[src/hw/ddma_pkg.sv]
// package: register map, field layout and reset values of the dma slave channel
package ddma_pkg;
  localparam logic [3:0] OFF_ADDR = 4'h0;
  localparam logic [3:0] OFF_PAGE = 4'h2;
  localparam logic [3:0] OFF_COUNT = 4'h4;
  localparam logic [3:0] OFF_CTRL = 4'h8;
  localparam logic [3:0] OFF_TRIG = 4'h9;
  localparam logic [3:0] OFF_CFG = 4'hb;
  localparam logic [3:0] OFF_MASK = 4'hf;
  localparam int CTRL_DISABLE_BIT = 2;
  localparam int CFG_MODE_HI = 7;
  localparam int CFG_MODE_LO = 6;
  localparam int CFG_ADDR_DIR_BIT = 5;
  localparam int CFG_RELOAD_BIT = 4;
  localparam int CFG_DIR_HI = 3;
  localparam int CFG_DIR_LO = 2;
  localparam logic [7:0] CFG_WRITE_MASK = 8'hfe;
  localparam logic [15:0] ADDR_RESET = 16'h0000;
  localparam logic [7:0] PAGE_RESET = 8'h00;
  localparam logic [15:0] COUNT_RESET = 16'h0000;
  localparam logic [7:0] CFG_RESET = 8'h00;
  localparam logic MASK_RESET = 1'b1;
  localparam logic [15:0] STEP_8BIT = 16'h0001;
  localparam logic [15:0] STEP_16BIT = 16'h0002;
  typedef enum logic [1:0] {
    MODE_DEMAND = 2'b00,
    MODE_SINGLE = 2'b01,
    MODE_BLOCK = 2'b10,
    MODE_RSVD = 2'b11
  } ddma_mode_t;
  typedef enum logic [1:0] {
    DIR_NONE = 2'b00,
    DIR_WRITE = 2'b01,
    DIR_READ = 2'b10,
    DIR_RSVD = 2'b11
  } ddma_dir_t;
endpackage : ddma_pkg

[src/hw/ddma_addr_former.sv]
// address phase former: current address and page onto the ad lines
`timescale 1ns/1ps
`default_nettype none
module ddma_addr_former (
  input wire logic wide_mode,
  input wire logic [15:0] cur_addr,
  input wire logic [7:0] page,
  output logic [31:0] ad_word
);
  import ddma_pkg::*;
  always_comb begin
    ad_word = 32'h0000_0000;
    if (wide_mode) begin
      ad_word[23:17] = page[7:1];
      ad_word[16:1] = cur_addr;
      ad_word[0] = 1'b0;
    end else begin
      ad_word[23:16] = page;
      ad_word[15:0] = cur_addr;
    end
  end
endmodule : ddma_addr_former
`default_nettype wire

[src/hw/ddma_channel.sv]
// distributed dma slave channel: register window, counters and status
`timescale 1ns/1ps
`default_nettype none
module ddma_channel (
  input wire logic clk,
  input wire logic rst,
  input wire logic [3:0] reg_addr,
  input wire logic reg_wr,
  input wire logic reg_rd,
  input wire logic [15:0] reg_wdata,
  input wire logic [1:0] reg_be,
  output logic [15:0] reg_rdata,
  input wire logic card_dma_request,
  input wire logic card_removed,
  input wire logic mask_clear,
  input wire logic wide_mode,
  input wire logic xfer_done,
  output logic xfer_pending,
  output logic [31:0] ad_word,
  output logic channel_mask,
  output logic controller_disabled,
  output logic [1:0] transfer_mode_select,
  output logic [1:0] transfer_direction
);
  import ddma_pkg::*;

  typedef struct packed {
    logic [1:0] req_sync;
    logic [1:0] rem_sync;
    logic [15:0] base_addr;
    logic [15:0] cur_addr;
    logic [7:0] page;
    logic [15:0] base_count;
    logic [15:0] cur_count;
    logic disable_bit;
    logic [7:0] cfg;
    logic tc_flag;
    logic sw_req;
    logic mask;
    logic pending;
    logic [15:0] rdata;
    logic [31:0] ad;
  } ddma_state_t;

  ddma_state_t s_reg;
  ddma_state_t s_next;
  logic [31:0] ad_comb;
  logic [15:0] step;
  logic [15:0] wdata_m;
  logic req_q;
  logic rem_q;
  logic exhausting;
  logic active;

  ddma_addr_former u_former (
    .wide_mode(wide_mode),
    .cur_addr(s_reg.cur_addr),
    .page(s_reg.page),
    .ad_word(ad_comb)
  );

  assign req_q = s_reg.req_sync[1];
  assign rem_q = s_reg.rem_sync[1];
  assign step = wide_mode ? STEP_16BIT : STEP_8BIT;
  assign exhausting = (s_reg.cur_count <= step);
  // controller disabled blocks all service
  assign active = !s_reg.disable_bit;

  always_comb begin
    s_next = s_reg;
    wdata_m = reg_wdata;
    // logic reads only the second synchroniser stage
    s_next.req_sync = {s_reg.req_sync[0], card_dma_request};
    s_next.rem_sync = {s_reg.rem_sync[0], card_removed};
    if (rem_q) begin
      s_next.mask = 1'b1;
    end else if (mask_clear) begin
      s_next.mask = 1'b0;
    end
    s_next.pending = active && ((req_q && !s_reg.mask) || s_reg.sw_req);
    // transfer completion: step address and count
    if (xfer_done && active) begin
      if (s_reg.cfg[CFG_ADDR_DIR_BIT]) begin
        s_next.cur_addr = s_reg.cur_addr - 16'h0001;
      end else begin
        s_next.cur_addr = s_reg.cur_addr + 16'h0001;
      end
      s_next.cur_count = s_reg.cur_count - step;
      if (exhausting) begin
        s_next.tc_flag = 1'b1;
        s_next.sw_req = 1'b0;
        if (s_reg.cfg[CFG_RELOAD_BIT]) begin
          s_next.cur_addr = s_reg.base_addr;
          s_next.cur_count = s_reg.base_count;
        end
      end
    end
    // register reads; terminal flag clears on read unless set this cycle
    if (reg_rd) begin
      if (reg_addr == OFF_ADDR) begin
        s_next.rdata = s_reg.cur_addr;
      end else if (reg_addr == OFF_PAGE) begin
        s_next.rdata = {8'h00, s_reg.page};
      end else if (reg_addr == OFF_COUNT) begin
        s_next.rdata = s_reg.cur_count;
      end else if (reg_addr == OFF_CTRL) begin
        s_next.rdata = {8'h00, {4{req_q}}, {4{s_reg.tc_flag}}};
        if (!(xfer_done && active && exhausting)) begin
          s_next.tc_flag = 1'b0;
        end
      end else if (reg_addr == OFF_CFG) begin
        s_next.rdata = {8'h00, s_reg.cfg & CFG_WRITE_MASK};
      end else if (reg_addr == OFF_MASK) begin
        s_next.rdata = {15'h0000, s_reg.mask};
      end else begin
        s_next.rdata = 16'h0000;
      end
    end
    // register writes win over the transfer update
    if (reg_wr) begin
      if (reg_addr == OFF_ADDR) begin
        if (reg_be[0]) begin
          s_next.base_addr[7:0] = wdata_m[7:0];
          s_next.cur_addr[7:0] = wdata_m[7:0];
        end
        if (reg_be[1]) begin
          s_next.base_addr[15:8] = wdata_m[15:8];
          s_next.cur_addr[15:8] = wdata_m[15:8];
        end
      end else if (reg_addr == OFF_PAGE) begin
        if (reg_be[0]) begin
          s_next.page = wdata_m[7:0];
        end
      end else if (reg_addr == OFF_COUNT) begin
        if (reg_be[0]) begin
          s_next.base_count[7:0] = wdata_m[7:0];
          s_next.cur_count[7:0] = wdata_m[7:0];
        end
        if (reg_be[1]) begin
          s_next.base_count[15:8] = wdata_m[15:8];
          s_next.cur_count[15:8] = wdata_m[15:8];
        end
      end else if (reg_addr == OFF_CTRL) begin
        if (reg_be[0]) begin
          s_next.disable_bit = wdata_m[CTRL_DISABLE_BIT];
        end
        // byte at 09h rides the upper lane of the 08h word
        if (reg_be[1]) begin
          s_next.sw_req = 1'b1;
        end
      end else if (reg_addr == OFF_TRIG) begin
        if (reg_be[0]) begin
          s_next.sw_req = 1'b1;
        end
      end else if (reg_addr == OFF_CFG) begin
        if (reg_be[0]) begin
          s_next.cfg = wdata_m[7:0] & CFG_WRITE_MASK;
        end
      end
    end
    s_next.ad = ad_comb;
  end

  always_ff @(posedge clk) begin
    if (rst) begin
      s_reg <= '0;
      s_reg.base_addr <= ADDR_RESET;
      s_reg.cur_addr <= ADDR_RESET;
      s_reg.page <= PAGE_RESET;
      s_reg.base_count <= COUNT_RESET;
      s_reg.cur_count <= COUNT_RESET;
      s_reg.cfg <= CFG_RESET;
      s_reg.mask <= MASK_RESET;
      s_reg.tc_flag <= 1'b0;
    end else begin
      s_reg <= s_next;
    end
  end

  assign reg_rdata = s_reg.rdata;
  assign xfer_pending = s_reg.pending;
  assign ad_word = s_reg.ad;
  assign channel_mask = s_reg.mask;
  assign controller_disabled = s_reg.disable_bit;
  assign transfer_mode_select = s_reg.cfg[CFG_MODE_HI:CFG_MODE_LO];
  assign transfer_direction = s_reg.cfg[CFG_DIR_HI:CFG_DIR_LO];
endmodule : ddma_channel
`default_nettype wire

[config.mk]
export PLATFORM = sky130hd
export DESIGN_NAME = ddma_channel
export DESIGN_NICKNAME = d
export VERILOG_FILES = /design/src/hw/ddma_pkg.sv /design/src/hw/ddma_addr_former.sv /design/src/hw/ddma_channel.sv
export SDC_FILE = /design/constraint.sdc
export NUM_CORES = 1
export LEC_CHECK = 0
export ABC_AREA = 1
export BUFFER_PORTS_ARGS = -buffer_cell sky130_fd_sc_hd__buf_2
export CORE_MARGIN = 8
export CORE_UTILIZATION = 58
export DETAILED_ROUTE_END_ITERATION = 8
export PLACE_DENSITY = 0.8
export RECOVER_POWER = 25
export SLEW_MARGIN = 40
export SYNTH_ARGS = -nofsm -noshare
export SYNTH_HDL_FRONTEND = slang
export SYNTH_SLANG_ARGS = --single-unit
[constraint.sdc]
create_clock -name clk -period 2.55 [get_ports clk]
set_input_delay 0.1275 -clock clk [delete_from_list [all_inputs] [get_ports clk]]
set_output_delay 0.1275 -clock clk [all_outputs]
set_load 0.01 [all_outputs]
==> impl_metrics.py <==
metrics = {
    "outcome": {
        "status": "finished clean",
    },
    "timing": {
        "period_needed_ps": 2310,
        "max-slew-margin-rel_pct": 25.7,
        "holdWs_ps": 12.1,
        "finalCritPeriodShare_pct": 90.7,
        "tns_ps": 0,
        "timing.final.ws_setup_ps": 238,
        "worstMarginPinSlew_ps": 1110,
        "slew_violations": 0,
        "final-setup-viol-count": 0,
        "fin_skew_ps": 7.67,
        "finalHoldViolations": 0,
        "rsz0062_at_grt": "no",
        "fmax_mhz": 433,
    },
    "floorplanning": {
        "die_area_sq_um": 15400,
        "coreArea_sq_um": 11400,
        "io_pins": 86,
        "die_w_microns": 124,
        "die_h_microns": 124,
        "row_count": 39,
        "start_util_pct": 59.5,
    },
    "detailed_routing": {
        "highest-signal-layer": "met5",
        "drt_iter0_drc": 755,
        "met1Wirelength_microns": 7720,
        "drc": 0,
        "wl_per_cell_microns": 16.2,
        "met2WireLength_microns": 8450,
        "first_pass_iters": 7,
        "route.met3.wl_microns": 1790,
        "wirelength_microns": 18500,
        "post_drt_via_cell_ratio": 5.61,
        "ant_nets": 0,
        "vias": 6387,
    },
    "grt": {
        "grt_use_total_pct": 23.0,
        "antenna_found_initial": 1,
        "grt_pass1_vias": 5859,
        "overflow": 0,
        "grt_pass1_wl_microns": 29400,
        "grt_max_degree": 39,
    },
    "power": {
        "internal_power_mw": 3.92,
        "ir_drop_v": 0.000472,
        "p_comb_share_pct": 14.3,
        "power_density_nw_per_um2": 729,
        "swShare_pct": 28.6,
        "power.leakage_nw": 3.29,
        "totalPowerFinal_mw": 5.49,
        "clock_power_share_pct": 45.9,
        "seq_power_share_pct": 39.8,
        "p_sw_mw": 1.57,
    },
    "clock_tree": {
        "cts_root_buffer": "clkbuf_16",
        "clockBufferDepth": 2,
        "cts.sinks": 128,
        "cts_tree": "yes",
        "cts_made_buffers": 17,
        "clock_latency_ps": 430,
        "clkTransAtPathRegs_ps": 60,
        "h-tree-depth": 4,
    },
    "critical_path": {
        "crit_buf_inv": 4,
        "required_ps": 2830,
        "path_delay_family": "adder cells",
        "cp-end-kind": "flip-flop",
        "crit_chain": "inv_1 > ha_1 > fa_1 > nand2_2 > nor2_4 > inv_2 > nand2_4 > nand3_4 > clkinvlp_4 > buf_4 > o211ai_1 > a31oi_1",
        "cp.arrival_ps": 2590,
        "critPathKind": "flip-flop to flip-flop",
        "cp_slowest_cell": "fa_1",
        "cpPeakStageDelay_ps": 430,
        "cp_max_fo": 12,
        "cp-start-kind": "flip-flop",
    },
    "cells_and_area": {
        "finalNonFillerCells": 1139,
        "drive_gt1_share_pct": 12.0,
        "syn2layout_area_growth_pct": 10.8,
        "nNetsFinal": 1032,
        "largest_register_ffs": 77,
        "diodes": 0,
    },
    "yosys": {
        "synth-main-ff-cell": "dfxtp_1",
        "synth_area_sq_um": 6800,
        "syn_area_per_cell_sq_um": 7.10,
        "ys_seq_area_share_pct": 37.7,
        "synth_enable_flop_cells": 0,
        "synthArstFlopShare_pct": 0,
        "post_synth_num_cell_types": 40,
        "yosys_warnings": 0,
        "syn-instance-count": 957,
        "ys_seq_elements": 128,
    },
    "place": {
        "io_buffers": 77,
        "dp_cells": 1102,
        "place_ws_ps": 156,
        "place_hpwl_microns": 13100,
        "routabilityCongestion": 0.997,
    },
    "run": {
        "max-cap-violations": 0,
    },
    "hold_path": {
        "hold_class": "input port to flip-flop",
    },
}
metrics by stage:
step	instance area [sq um]	util, %
after floorplan	6820	-
after global placement	6900	60.5
after detailed placement	6900	60.5
after CTS	7540	66.1
after global routing	7530	66.0
final	7530	66.0
what timing repair did:
action | 4_1_cts | 5_1_grt
gates resized for setup | 0 | 1
hold buffers | 3 | 0
endpoints found under the setup margin | 0 | 5
hold endpoints to repair | 3 | 0
setup buffers | 0 | 1
routing by layer:
layer	track usage, %	up-vias
li1	-	3142
met1	28.8	2865
met2	36.6	330
met3	5.96	48
met4	10.1	2
met5	0	-
worst paths after layout:
kind / startpoint / endpoint / slack (ps) / depth (start not counted)
worst max register to register: s_reg[61]$_SDFF_PP0_ / s_reg[64]$_SDFF_PP0_ / 240 / 12
worst min register to register: s_next[136]$_SDFF_PP0_ / req_q$_SDFF_PP0_ / 410 / 2
worst max-delay path: s_reg[61]$_SDFF_PP0_ / s_reg[64]$_SDFF_PP0_ / 240 / 12
worst min-delay path: reg_wdata[0] / s_reg[93]$_SDFFE_PP0P_ / 10 / 3
area by class of cell:
cell class | count | area [sq um]
Inverter | 146 | 552
Clock inverter | 14 | 179
Multi-Input combinational cell | 598 | 3140
Fill cell | 1003 | 3880
Clock buffer | 18 | 429
Tap cell | 143 | 179
Sequential cell | 128 | 2560
Timing Repair Buffer | 92 | 489
cells in the final DEF, fill, tap and decap left out, types with 6 or more instances in the layout:
| cell type | Yosys | final |
|---|---|---|
| buf_4 | 54 | 10 |
| a31oi_1 | 27 | 27 |
| nand3_1 | 31 | 31 |
| conb_1 | 1 | 8 |
| buf_2 | 6 | 57 |
| nor2_2 | 6 | 7 |
| clkbuf_1 | 29 | 22 |
| nand2_1 | 167 | 167 |
| a21oi_1 | 98 | 98 |
| dfxtp_1 | 128 | 128 |
| ha_1 | 16 | 16 |
| o21ai_1 | 6 | 6 |
| clkbuf_16 | 0 | 17 |
| o21ai_0 | 92 | 92 |
| inv_1 | 142 | 141 |
| nor3_1 | 7 | 7 |
| nor2_1 | 61 | 60 |
| xor2_1 | 9 | 9 |
| o211ai_1 | 33 | 33 |
power groups by stage:
stage / Combinational [mW] / Clock [mW] / Sequential, mW
2_1_floorplan: 0.595 / 0 / 2.19
3_3_place_gp: 0.733 / 0 / 2.22
3_5_place_dp: 0.744 / 0 / 2.22
4_1_cts: 0.762 / 2.52 / 2.18
5_1_grt: 0.874 / 2.60 / 2.19
6_report: 0.787 / 2.52 / 2.18
synth_stat cells, types with 2 or more instances:
master	instances	share of area (%)
nand2_1	167	9.2
inv_1	142	7.8
dfxtp_1	128	38
a21oi_1	98	7.2
o21ai_0	92	6.8
nor2_1	61	3.4
buf_4	54	6.0
o211ai_1	33	3.6
nand3_1	31	2.3
clkbuf_1	29	1.6
a31oi_1	27	2.5
ha_1	16	2.9
xor2_1	9	1.2
nor3_1	7	0.52
buf_2	6	0.44
nor2_2	6	0.55
o21ai_1	6	0.44
nand4_1	5	0.46
o221ai_1	4	0.52
xnor2_1	4	0.52
buf_6	3	0.50
nor2_4	3	0.50
o21bai_1	3	0.33
clkinv_1	2	0.11
fa_1	2	0.59
inv_2	2	0.11
nand2_2	2	0.18
nand3b_1	2	0.22
o211ai_2	2	0.37
worst reg2reg max path, delay by kind of cell (launching register included):
kind | cells | cell delay [ps]
fa+ha+maj | 2 | 630
compound gates | 2 | 270
buf+inv | 4 | 430
simple gates | 4 | 500
flops | 1 | 350
cell families after synthesis:
kind of cell,after synthesis,synth area share (%)
AOI/OAI and AO/OA,269,22.3
xor gates and xnor gates,13,1.67
adders and majority gates,18,3.53
buffers and inverters,239,16.6
DFF,128,37.7
other,1,0.0552
and+or+nand+nor,289,18.1
No activity file was read; power rests on OpenSTA's default activity.
